==> src/verilog/bsc_defs.vh <==
// Constants for the burst SRAM clock and control pin block
// What this block does
// - Load low at clock rise: select picks read/write
// - Valid flag high while read data driven
// - Valid flag changes with echo clock edges
// - True clock rise samples inputs, launches data
// - Accesses start only at true clock rise
// - Complement clock captures the second write word; launches the second read word with PLL off, the first with PLL on
// - Echo clocks free-running, follow true clock
// - PLL disable strap low turns PLL off
// - PLL off: legacy mode, clock limit 167 MHz
// - Termination range strap sampled at power-up
// - Every access bursts exactly two words
// - Read latency 2.5 cycles, or one without PLL
// - Deselected reads finish, then outputs float
`ifndef BSC_DEFS_VH
`define BSC_DEFS_VH
`define BSC_DATA_W        8
`define BSC_ADDR_W        4
`define BSC_DEPTH         16
`define BSC_PIPE_N        7
`define BSC_LAT_PLL_HALF  3'h5
`define BSC_LAT_LEG_HALF  3'h2
`define BSC_SYNC_W        18
`define BSC_INIT_CYCLES   2'h3
`define BSC_LEG_MAX_MHZ   167
`endif

==> src/verilog/bsc_defs_unused_note.v <==
// Holds no logic; the block lives in bsc_sram_ctl.v and bsc_sync.v
`timescale 1ns/1ps

==> src/verilog/bsc_sram_ctl.v <==
// Burst SRAM clock, control pin, read/write burst and echo clock logic
`timescale 1ns/1ps
`default_nettype none
`include "bsc_defs.vh"
module bsc_sram_ctl (
  input  wire                   clk,
  input  wire                   nrst,
  input  wire                   in_clk,
  input  wire                   in_clk_n,
  input  wire                   load_strobe_n,
  input  wire                   read_write_sel,
  input  wire [`BSC_ADDR_W-1:0] addr,
  input  wire [`BSC_DATA_W-1:0] dq_in,
  input  wire                   pll_disable_n,
  input  wire                   termination_range_select,
  output reg  [`BSC_DATA_W-1:0] dq_out,
  output reg                    dq_oe,
  output reg                    output_valid_flag,
  output reg                    true_echo_clock,
  output reg                    comp_echo_clock,
  output reg                    term_range_high,
  output reg                    legacy_mode,
  output reg                    ready
);
  localparam [2:0] ST_SYNC   = 3'h1;
  localparam [2:0] ST_SAMPLE = 3'h2;
  localparam [2:0] ST_RUN    = 3'h4;

  wire [`BSC_SYNC_W-1:0]  pins_raw;
  wire [`BSC_SYNC_W-1:0]  pins;
  wire                    k_s;
  wire                    kn_s;
  wire                    ld_n_s;
  wire                    rw_s;
  wire [`BSC_ADDR_W-1:0]  addr_s;
  wire [`BSC_DATA_W-1:0]  din_s;
  wire                    pll_n_s;
  wire                    term_s;

  reg                     k_prev;
  reg                     kn_prev;
  wire                    k_rise;
  wire                    kn_rise;
  wire                    half_evt;

  reg  [2:0]              state;
  reg  [2:0]              next_state;
  reg  [1:0]              init_cnt;
  wire                    run;

  reg  [2:0]              lat_half;
  wire [2:0]              lat_w0;
  reg                     next_term_range_high;
  reg                     next_legacy_mode;
  reg  [2:0]              next_lat_half;
  reg                     next_ready;
  wire                    rd_go;
  wire                    wr_go;

  reg  [`BSC_PIPE_N-1:0]  pv;
  reg  [`BSC_PIPE_N-1:0]  pw;
  reg  [`BSC_ADDR_W*`BSC_PIPE_N-1:0] pa;
  wire [`BSC_ADDR_W-1:0]  pa0;

  reg                     wr_p1;
  reg  [`BSC_ADDR_W-1:0]  wr_a1;
  reg                     wr_p2;
  reg  [`BSC_ADDR_W-1:0]  wr_a2;
  reg  [`BSC_DATA_W-1:0]  wr_d0;
  reg                     next_wr_p1;
  reg  [`BSC_ADDR_W-1:0]  next_wr_a1;
  reg                     next_wr_p2;
  reg  [`BSC_ADDR_W-1:0]  next_wr_a2;
  reg  [`BSC_DATA_W-1:0]  next_wr_d0;

  reg  [`BSC_DATA_W-1:0]  mem0 [0:`BSC_DEPTH-1];
  reg  [`BSC_DATA_W-1:0]  mem1 [0:`BSC_DEPTH-1];
  wire [`BSC_DATA_W-1:0]  rd_word;
  reg  [`BSC_DATA_W-1:0]  next_dq_out;
  reg                     next_dq_oe;
  reg                     next_output_valid_flag;
  reg                     next_true_echo_clock;
  reg                     next_comp_echo_clock;

  // All pins come from the controller's clock domain
  assign pins_raw = {in_clk, in_clk_n, load_strobe_n, read_write_sel,
                     addr, dq_in, pll_disable_n, termination_range_select};

  bsc_sync #(
    .W        (`BSC_SYNC_W)
  ) u_sync (
    .clk      (clk),
    .nrst     (nrst),
    .async_in (pins_raw),
    .sync_out (pins)
  );

  assign k_s     = pins[17];
  assign kn_s    = pins[16];
  assign ld_n_s  = pins[15];
  assign rw_s    = pins[14];
  assign addr_s  = pins[13:10];
  assign din_s   = pins[9:2];
  assign pll_n_s = pins[1];
  assign term_s  = pins[0];

  // Edge finders on the synchronised input clocks
  always @(posedge clk or negedge nrst) begin
    if (!nrst) begin
      k_prev  <= 1'b0;
      kn_prev <= 1'b0;
    end else begin
      k_prev  <= k_s;
      kn_prev <= kn_s;
    end
  end

  assign k_rise   = k_s & ~k_prev & run;
  assign kn_rise  = kn_s & ~kn_prev & run;
  assign half_evt = k_rise | kn_rise;

  // Power-up: wait for the synchroniser to fill, then take the straps once
  always @* begin
    case (state)
      ST_SYNC: begin
        if (init_cnt == `BSC_INIT_CYCLES) begin
          next_state = ST_SAMPLE;
        end else begin
          next_state = ST_SYNC;
        end
      end
      ST_SAMPLE: next_state = ST_RUN;
      ST_RUN:    next_state = ST_RUN;
      default:   next_state = ST_SYNC;
    endcase
  end

  always @(posedge clk or negedge nrst) begin
    if (!nrst) begin
      state    <= ST_SYNC;
      init_cnt <= 2'h0;
    end else begin
      state <= next_state;
      if (state == ST_SYNC) begin
        init_cnt <= init_cnt + 2'h1;
      end
    end
  end

  assign run = (state == ST_RUN);

  // Straps are read once; changing them later needs a new power-up
  always @* begin
    next_term_range_high = term_range_high;
    next_legacy_mode     = legacy_mode;
    next_lat_half        = lat_half;
    next_ready           = ready;
    if (state == ST_SAMPLE) begin
      next_term_range_high = term_s;
      next_legacy_mode     = ~pll_n_s;
      next_lat_half        = pll_n_s ? `BSC_LAT_PLL_HALF
                                     : `BSC_LAT_LEG_HALF;
      next_ready           = 1'b1;
    end
  end

  always @(posedge clk or negedge nrst) begin
    if (!nrst) begin
      term_range_high <= 1'b1;
      legacy_mode     <= 1'b0;
      lat_half        <= `BSC_LAT_PLL_HALF;
      ready           <= 1'b0;
    end else begin
      term_range_high <= next_term_range_high;
      legacy_mode     <= next_legacy_mode;
      lat_half        <= next_lat_half;
      ready           <= next_ready;
    end
  end

  // Requests are only decoded at a true clock rise with load low
  assign rd_go  = k_rise & ~ld_n_s & rw_s;
  assign wr_go  = k_rise & ~ld_n_s & ~rw_s;
  // Entry 0 is shown one event after it lands, so word0 goes one slot short
  assign lat_w0 = lat_half - 3'h1;

  // Half-cycle read slot pipeline; entry 0 is the word due at this event
  genvar i;
  generate
    for (i = 0; i < `BSC_PIPE_N; i = i + 1) begin : g_pipe
      localparam [2:0] IDX = i;
      always @(posedge clk or negedge nrst) begin
        if (!nrst) begin
          pv[i]                         <= 1'b0;
          pw[i]                         <= 1'b0;
          pa[i*`BSC_ADDR_W +: `BSC_ADDR_W] <= {`BSC_ADDR_W{1'b0}};
        end else if (half_evt) begin
          if (rd_go && lat_w0 == IDX) begin
            pv[i]                         <= 1'b1;
            pw[i]                         <= 1'b0;
            pa[i*`BSC_ADDR_W +: `BSC_ADDR_W] <= addr_s;
          end else if (rd_go && lat_half == IDX) begin
            pv[i]                         <= 1'b1;
            pw[i]                         <= 1'b1;
            pa[i*`BSC_ADDR_W +: `BSC_ADDR_W] <= addr_s;
          end else if (i < `BSC_PIPE_N - 1) begin
            pv[i]                         <= pv[(i+1) % `BSC_PIPE_N];
            pw[i]                         <= pw[(i+1) % `BSC_PIPE_N];
            pa[i*`BSC_ADDR_W +: `BSC_ADDR_W] <=
              pa[((i+1) % `BSC_PIPE_N)*`BSC_ADDR_W +: `BSC_ADDR_W];
          end else begin
            pv[i]                         <= 1'b0;
            pw[i]                         <= 1'b0;
            pa[i*`BSC_ADDR_W +: `BSC_ADDR_W] <= {`BSC_ADDR_W{1'b0}};
          end
        end
      end
    end
  endgenerate

  assign pa0 = pa[`BSC_ADDR_W-1:0];

  // Write burst: first word at the next true rise, second at the complement rise
  always @* begin
    next_wr_p1 = wr_p1;
    next_wr_a1 = wr_a1;
    next_wr_p2 = wr_p2;
    next_wr_a2 = wr_a2;
    next_wr_d0 = wr_d0;
    if (k_rise) begin
      next_wr_p1 = wr_go;
      next_wr_a1 = addr_s;
      next_wr_p2 = wr_p1;
      next_wr_a2 = wr_a1;
      next_wr_d0 = din_s;
    end else if (kn_rise) begin
      // Slot is spent once the second word has gone into the array
      next_wr_p2 = 1'b0;
    end
  end

  always @(posedge clk or negedge nrst) begin
    if (!nrst) begin
      wr_p1 <= 1'b0;
      wr_a1 <= {`BSC_ADDR_W{1'b0}};
      wr_p2 <= 1'b0;
      wr_a2 <= {`BSC_ADDR_W{1'b0}};
      wr_d0 <= {`BSC_DATA_W{1'b0}};
    end else begin
      wr_p1 <= next_wr_p1;
      wr_a1 <= next_wr_a1;
      wr_p2 <= next_wr_p2;
      wr_a2 <= next_wr_a2;
      wr_d0 <= next_wr_d0;
    end
  end

  // The array itself has no reset, as a real SRAM core
  always @(posedge clk) begin
    if (kn_rise && wr_p2) begin
      mem0[wr_a2] <= wr_d0;
      mem1[wr_a2] <= din_s;
    end
  end

  // Continuous read, but a word written in this event lands at the same edge, so this event still reads the old word
  assign rd_word = pw[0] ? mem1[pa0] : mem0[pa0];

  // Echo clocks, valid flag and data all move at the same half-cycle event
  always @* begin
    next_true_echo_clock   = true_echo_clock;
    next_comp_echo_clock   = comp_echo_clock;
    next_output_valid_flag = output_valid_flag;
    next_dq_oe             = dq_oe;
    next_dq_out            = dq_out;
    if (half_evt) begin
      next_true_echo_clock   = k_rise;
      next_comp_echo_clock   = kn_rise;
      next_output_valid_flag = pv[0];
      next_dq_oe             = pv[0];
      if (pv[0]) begin
        next_dq_out = rd_word;
      end else begin
        // Parked at zero so an idle bus never repeats a stale word
        next_dq_out = {`BSC_DATA_W{1'b0}};
      end
    end
  end

  always @(posedge clk or negedge nrst) begin
    if (!nrst) begin
      true_echo_clock   <= 1'b0;
      comp_echo_clock   <= 1'b1;
      output_valid_flag <= 1'b0;
      dq_oe             <= 1'b0;
      dq_out            <= {`BSC_DATA_W{1'b0}};
    end else begin
      true_echo_clock   <= next_true_echo_clock;
      comp_echo_clock   <= next_comp_echo_clock;
      output_valid_flag <= next_output_valid_flag;
      dq_oe             <= next_dq_oe;
      dq_out            <= next_dq_out;
    end
  end
endmodule // bsc_sram_ctl
`default_nettype wire

==> src/verilog/bsc_sync.v <==
// Two flip-flop synchroniser for a group of pins
`timescale 1ns/1ps
`default_nettype none
module bsc_sync #(
  parameter W = 1
) (
  input  wire         clk,
  input  wire         nrst,
  input  wire [W-1:0] async_in,
  output reg  [W-1:0] sync_out
);
  reg [W-1:0] stage1;

  // Only the second stage is read outside this module
  always @(posedge clk or negedge nrst) begin
    if (!nrst) begin
      stage1   <= {W{1'b0}};
      sync_out <= {W{1'b0}};
    end else begin
      stage1   <= async_in;
      sync_out <= stage1;
    end
  end
endmodule // bsc_sync
`default_nettype wire

==> config.mk <==
export PLATFORM = sky130hd
export DESIGN_NAME = bsc_sram_ctl
export DESIGN_NICKNAME = d
export VERILOG_FILES = /design/src/verilog/bsc_defs_unused_note.v /design/src/verilog/bsc_sram_ctl.v /design/src/verilog/bsc_sync.v
export VERILOG_INCLUDE_DIRS = /design/src /design/src/verilog
export SDC_FILE = /design/constraint.sdc
export NUM_CORES = 1
export LEC_CHECK = 0
export BUFFER_PORTS_ARGS = -buffer_cell sky130_fd_sc_hd__buf_4
export CELL_PAD_IN_SITES_DETAIL_PLACEMENT = 1
export CELL_PAD_IN_SITES_GLOBAL_PLACEMENT = 2
export CORE_ASPECT_RATIO = 2
export CORE_MARGIN = 4
export CORE_UTILIZATION = 25
export CTS_CLUSTER_DIAMETER = 200
export DETAILED_ROUTE_END_ITERATION = 12
export GPL_ROUTABILITY_DRIVEN = 0
export PLACE_DENSITY_LB_ADDON = 0.1
export SETUP_SLACK_MARGIN = 0.3
export SLEW_MARGIN = 20
export SYNTH_ARGS = -nofsm -noshare
export SYNTH_HDL_FRONTEND = slang
export SYNTH_SLANG_ARGS = --single-unit
export TNS_END_PERCENT = 5
==> constraint.sdc <==
create_clock -name clk -period 3.3 [get_ports clk]
set_clock_uncertainty 0.2 [all_clocks]
set_input_delay 0.825 -clock clk [delete_from_list [all_inputs] [get_ports clk]]
set_output_delay 0.825 -clock clk [all_outputs]
set_load 0.1 [all_outputs]
==> metrics.yaml, run 1 <==
wire_per_inst_um: 24.8
rsz0062_at_grt: "false"
multi_input_area_sq_um: 3450
drv_cap: 0
cpMaxStageDelayCell: "dfrtp_4"
ios: 35
slowest_delay_ps: 870
status: "finished clean"
synthMuxAreaShare: 0.112
post_cts_buffers: 0
combPwrFrac: 0.147
grt_max_degree: 77
cp-end-kind: "flip-flop"
synth.top_cell.area_share: 0.539
synth_edf_count: 256
setup_tns_ps: 0
yosysWarningCount: 0
syn_nets: 847
seq_area_frac_synth: 0.746
final-hold-violation-count: 0
hpwl_mm: 28.4
finalWirelength_mm: 41.6
synth_xor_area_frac: 0.00123
p_leak_nw: 6.02
use_met3: 0.0162
synth_flop_cell: "edfxtp_1"
fin_crit_sh: 0.809
slew_headroom: 0.431
grt-busiest-layer: "met2"
dr.pass1.iters: 5
synth_area_per_cell_sq_um: 17.3
cp_max_fo: 34
rows: 123
numCtsBuffers: 37
pwr-share-clk: 0.376
use_met2: 0.274
p_sw_frac: 0.282
cts.sinks: 374
setup_viol: 0
htree_levels: 2
fp.coreArea_sq_um: 56300
synthSimpleGateAreaFrac: 0.0651
antenna_left: 0
path_delay_family: "flip-flops"
grt_pass1_vias: 8441
dieHeight_um: 346
synthTopCellsByArea: "edfxtp_1, dfrtp_1, mux4_2"
overflow: 0
hold_path.class: "flip-flop to flip-flop"
netlist_top_cells_count: "edfxtp_1, dfrtp_1, nand2_1"
port_buffers: 34
synth_compound_area_frac: 0.0576
synthAdderAreaFrac: 0.000877
area_growth_pct: 19.1
die_width_um: 177
synth.cell_area_sq_um: 14300
synth_top_family_by_area: "multiplexers"
synth.most_common_cell: "edfxtp_1"
arrival_ps: 2880
post_drt_via_cell_ratio: 4.50
synth_seq_cells: 374
cp_data_required_time_ps: 3510
intPower_w: 0.00846
period_minus_slack_ps: 2670
switching_power_w: 0.00332
diodes: 0
clockBufferDepth: 3
cts_tree: "yes"
tightest_slew_ps: 854
crit_chain: "buf_4 > mux4_2 > or3_1 > o211ai_1 > a32oi_1"
seq_power_share: 0.477
antenna_found_initial: 0
grt_pass1_wl_mm: 60.8
ff_latch_area_sq_um: 10700
drt_iter0_drc: 367
critical_path_class: "flip-flop to flip-flop"
cts_root_buffer: "clkbuf_16"
drive_gt1_frac: 0.274
remaining_drc_errors: 0
slew_viol_final: 0
final_nets: 923
critPathLaunchType: "flip-flop"
start_util: 0.253
insertion_delay_ps: 540
vias: 7553
synth_cell_types: 58
async_flop_share: 0.316
met1_usage: 0.146
fillers: 5911
syn-instance-count: 826
grtUsageTotal: 0.137
max_freq_mhz: 374
yosys.area.top_type: "edfxtp_1"
clk_pin_slew_worst_paths_ps: 60
path_buf_inv: 1
cellPowerDensity_nw_per_um2: 693
hold_ws_ps: 143
r2r_setup_slack_ps: 630
vdd_ir_drop_max_mv: 0.482
die_area_sq_um: 61200
registers in the layout (all words and copies together), names as in the netlist, 2 cells and up:
| signal | cells |
|---|---|
| dq_out | 8 |
| u_sync.sync_out | 18 |
| u_sync.stage1 | 18 |
| mem0 | 128 |
| mem1 | 128 |
| wr_a2 | 4 |
| pa0 | 4 |
| lat_half | 2 |
| pa | 24 |
| state | 3 |
| init_cnt | 2 |
| pv | 7 |
| wr_d0 | 8 |
| wr_a1 | 4 |
| pw | 7 |
placed cells by master (no fill, tap or decap), drive strengths merged, types with 4 or more instances in the layout:
master and instances:
dfstp 4, bufinv 5, a32oi 7, inv 8
nor3 6, and2 5, o211ai 12, mux2i 10
mux2 23, buf 80, a21oi 12, clkinv 17
nand4 6, nand3 8, a31oi 12, a22o 8
edfxtp 256, a21o 4, nand2 105, mux4 55
a221oi 5, nor2 46, nor2b 5, clkbuf 43
nand2b 5, a22oi 12, dfrtp 114, o221a 4
o21ai 16
kinds of logic (layout without fill, tap and decap cells):
family,Yosys count,in the layout
fa+ha+maj,1,1
xor+xnor,2,2
mux,88,88
buf+inv,51,155
simple gates,202,202
compound gates,108,108
flops,374,374
final cells by class:
| cell class | instances | share of cell area |
|---|---|---|
| tap | 750 | 0.0552 |
| inverter | 7 | 0.00155 |
| timing repair buffer | 81 | 0.0406 |
| sequential | 374 | 0.627 |
| clock inverter | 24 | 0.0143 |
| clock buffer | 43 | 0.0589 |
| multi-input combinational | 401 | 0.203 |
timing repair:
item                                   CTS  global route
endpoints found under the hold margin    6             0
gates resized for setup                  0             0
setup endpoints to repair                0             0
hold buffers                             1             0
power by group through the flow:
stage / clock network [W] / registers, W / logic, W
global placement: 0 / 0.00573 / 0.00178
finish: 0.00442 / 0.00562 / 0.00173
floorplan: 0 / 0.00587 / 0.000880
global route: 0.00478 / 0.00566 / 0.00185
detailed placement: 0 / 0.00573 / 0.00179
CTS: 0.00461 / 0.00563 / 0.00179
final timing paths:
kind / startpoint / endpoint / cells after the start
setup / recovery: pa0[1] / dq_out[7] / 5
hold / removal: u_sync.stage1[16] / u_sync.sync_out[16] / 0
setup reg to reg: pa0[1] / dq_out[7] / 5
hold reg to reg: u_sync.stage1[16] / u_sync.sync_out[16] / 0
max in group asynchronous: nrst / u_sync.stage1[0] / 3
min in group asynchronous: nrst / dq_out[0] / 2
layer usage:
layer	up-vias	share of wire
li1	3343	-
met1	4066	0.36
met2	97	0.59
met3	47	0.020
met4	0	0.027
met5	-	0
metrics by stage:
| step | total power [W] | cells | area, sq um | util | setup WS (ps) |
|---|---|---|---|---|---|
| 2_1_floorplan | 0.00675 | 826 | 14300 | - | 183 |
| 3_3_place_gp | 0.00751 | 1612 | 15700 | 0.280 | 558 |
| 3_5_place_dp | 0.00752 | 1612 | 15700 | 0.280 | 564 |
| 4_1_cts | 0.0120 | 1680 | 17000 | 0.302 | 556 |
| 5_1_grt | 0.0123 | 1680 | 17000 | 0.302 | 469 |
| 6_report | 0.0118 | 1680 | 17000 | 0.302 | 629 |
Note: power is estimated with default switching activity, not from simulation.
==> run 2, diff against run 1 <==
--- a/config.mk
+++ b/config.mk
@@ -6,6 +6,7 @@
 export SDC_FILE = /design/constraint.sdc
 export NUM_CORES = 1
 export LEC_CHECK = 0
+export ABC_AREA = 1
 export BUFFER_PORTS_ARGS = -buffer_cell sky130_fd_sc_hd__buf_4
 export CELL_PAD_IN_SITES_DETAIL_PLACEMENT = 1
 export CELL_PAD_IN_SITES_GLOBAL_PLACEMENT = 2
==> constraint.sdc (replaced) <==
create_clock -name clk -period 2.8 [get_ports clk]
set_clock_uncertainty 0.2 [all_clocks]
set_input_delay 0.7 -clock clk [delete_from_list [all_inputs] [get_ports clk]]
set_output_delay 0.7 -clock clk [all_outputs]
set_load 0.1 [all_outputs]
==> run 2 against run 1 <==
  * Synthesized cell count is 71% higher
  * Die area is 4.8% higher
  * Sequential share of layout area is 2.7 points lower
  * Setup slack worse by 140 ps
  * Flip-flop and latch count stayed put
  * First-iteration DRC count is 12% higher
  * Clock-buffer cell count stayed put
  * Combinational power is 6% lower
  * Register-to-register slack worse by 140 ps
  * Critical path type unchanged
  * Critical endpoint is now mem1[8][5]
  * Largest cell class unchanged
==> metrics.yaml, run 2 <==
layout_common_cells: "nand2_1, edfxtp_1, nand3_1"
dieHeight_um: 354  # +2.4%
power_w: 0.0131  # +12%
arrival_ps: 2350  # -530 ps
top_regs: "mem0: 128 flops, mem1: 128 flops, pa: 24 flops"
syn-instance-count: 1413  # +71%
hold_path.class: "input port to flip-flop"
port_buffers: 34  # unchanged
seq_area_frac_synth: 0.711  # -0.0350
drive_gt1_frac: 0.120  # -0.154
post_cts_buffers: 0  # unchanged
fillers: 6611  # +12%
grt_pass1_vias: 10800  # +28%
area_growth_pct: 18.6
endpoint: "mem1[8][5]"
fin_crit_sh: 0.825  # +0.0154
diodes: 0  # unchanged
drt_iter0_drc: 412  # +12%
r2r_setup_slack_ps: 490  # -140 ps
period_minus_slack_ps: 2310  # -362 ps
setup_tns_ps: 0  # unchanged
fp.coreArea_sq_um: 59100  # +5.0%
synthAdderAreaFrac: 0.000836  # -0.0000412
synth_xor_area_frac: 0.000585  # -0.000643
insertion_delay_ps: 560  # +20 ps
synth_area_per_cell_sq_um: 10.6  # -39%
cp_data_required_time_ps: 2840  # -670 ps
antenna_found_initial: 0  # unchanged
max_freq_mhz: 433  # +16%
cpMaxStageDelayCell: "dfrtp_1"
r2r_cells: 8  # +3
slowest_delay_ps: 380  # -490 ps
final-hold-violation-count: 0  # unchanged
reg2reg_to: "mem1[8][5]"
crit_chain: "inv_1 > nand3_2 > inv_2 > nand3b_1 > nor2_4 > nand3_1 > nor2_2 > buf_4"
syn_nets: 1434  # +69%
antenna_left: 0  # unchanged
async_flop_share: 0.316  # unchanged
wire_per_inst_um: 20.7  # -16%
remaining_drc_errors: 0  # unchanged
dr.pass1.iters: 4  # -1
cts_root_buffer: "clkbuf_16"
synth.top_cell.area_share: 0.513  # -0.0253
synth.cell_area_sq_um: 15000  # +4.9%
yosys.area.top_type: "edfxtp_1"
clockBufferDepth: 3  # unchanged
cts_tree: "yes"
synthMuxAreaShare: 0  # -0.112
path_delay_family: "simple AND/OR/NAND/NOR gates"
htree_levels: 2  # unchanged
netlist_top_cells_count: "nand2_1, edfxtp_1, nand3_1"
rows: 126  # +2.4%
hpwl_mm: 32.0  # +13%
post_drt_via_cell_ratio: 4.30  # -4.5%
dr_wl_met2_mm: 28.3  # +15%
synth_flop_cell: "edfxtp_1"
grtUsageTotal: 0.147  # +0.0101
die_width_um: 181  # +2.3%
finalWirelength_mm: 47.1  # +13%
cp-end-kind: "flip-flop"
vias: 9759  # +29%
crit_path_start: "state[1]"
top_layer: "met4"
grt_max_degree: 52  # -32%
critPathLaunchType: "flip-flop"
wl_met1_mm: 16.6  # +10%
status: "finished clean"
path_buf_inv: 3  # +2
synth_cell_types: 28  # -52%
drv_cap: 0  # unchanged
synth.most_common_cell: "nand2_1"
grt_pass1_wl_mm: 70.1  # +15%
synth_compound_area_frac: 0.0198  # -0.0378
synth_seq_cells: 374  # unchanged
cp_max_fo: 8  # -76%
cellPowerDensity_nw_per_um2: 740  # +6.8%
start_util: 0.253  # about the same
synthTopCellsByArea: "edfxtp_1, dfrtp_1, nand2_1"
cp.depth: 8  # +3
final_nets: 1497  # +62%
numCtsBuffers: 36  # -2.7%
dr_wl_met3_mm: 1.04  # +27%
critical_path_class: "flip-flop to flip-flop"
die_area_sq_um: 64100  # +4.8%
synthSimpleGateAreaFrac: 0.216  # +0.151
layout_commonest_cell: "nand2_1"
clk_pin_slew_worst_paths_ps: 70  # about the same
slew_viol_final: 0  # unchanged
synth_edf_count: 256  # unchanged
synth_top_family_by_area: "simple AND/OR/NAND/NOR gates"
yosysWarningCount: 0  # unchanged
place_inst: 2205  # +37%
r2r-start: "state[1]"
overflow: 0  # unchanged
vdd_ir_drop_max_mv: 0.701  # +45%
setup_viol: 0  # unchanged
rsz0062_at_grt: "false"
hold_ws_ps: 51.6  # -91.4 ps
tightest_slew_ps: 953  # +99.1 ps
ios: 35  # unchanged
stdcell_count: 2272  # +35%
slew_headroom: 0.365  # -0.0661
cts.sinks: 374  # unchanged
p_leak_nw: 7.39  # +23%
[run 2: changes by cell type after synthesis, sizes merged, moves of 23 or more]
cell and change:
nand3 +161, mux2 -23, nand2 +471, inv +107
o21ai +28, mux4 -55, buf +26
[run 2: report_power, final]
part	switching [W]	total, W	internal (W)
logic	0.00123	0.00162	0.000399
registers	0.000220	0.00636	0.00614
clock network	0.00221	0.00515	0.00293
[run 2: area by class of cell]
type	instances	area, sq um	area share
clock buffers	43	958	0.0540
inverters	114	430	0.0242
well taps	768	961	0.0541
multi-input cells	855	3600	0.203
repair buffers	95	895	0.0504
clock inverters	23	259	0.0146
flip-flops and latches	374	10700	0.600
[run 2: worst min path at each step]
stage	startpoint	to	slack (ps)	cells past startpoint
2_1_floorplan	u_sync.stage1[0]	u_sync.sync_out[0]	130	0
3_3_place_gp	u_sync.stage1[5]	u_sync.sync_out[5]	130	0
3_5_place_dp	u_sync.stage1[5]	u_sync.sync_out[5]	140	0
4_1_cts	addr[0]	u_sync.stage1[10]	20	1
5_1_grt	addr[0]	u_sync.stage1[10]	30	1
6_report	addr[0]	u_sync.stage1[10]	50	1
[run 2: kinds of logic (layout without fill, tap and decap cells)]
family / count (synthesis) / count (layout)
flip-flops: 374 / 374
buffers and inverters: 184 / 275
XOR/XNOR: 1 / 1
AO/OA/AOI/OAI: 56 / 56
adder cells (fa/ha/maj): 1 / 1
AND/OR/NAND/NOR: 797 / 797
[run 2: per-stage QoR]
stage               setup slack [ps]  cell area, sq um   util
floorplan                        476             15000      -
global placement                 228             16500  0.279
detailed placement               200             16500  0.279
CTS                              364             17700  0.300
global route                     355             17800  0.300
finish                           491             17800  0.300
[run 2: repair_timing]
| action | CTS | global route |
|---|---|---|
| gates resized for setup | 1 | 1 |
| hold buffers | 1 | 0 |
| hold endpoints to repair | 39 | 0 |
| endpoints found under the setup margin | 242 | 63 |
[run 2: per-layer routing]
layer,vias up,global-route usage
met5,-,0
met4,0,0.0410
li1,4730,-
met1,4862,0.146
met3,49,0.0157
met2,118,0.312
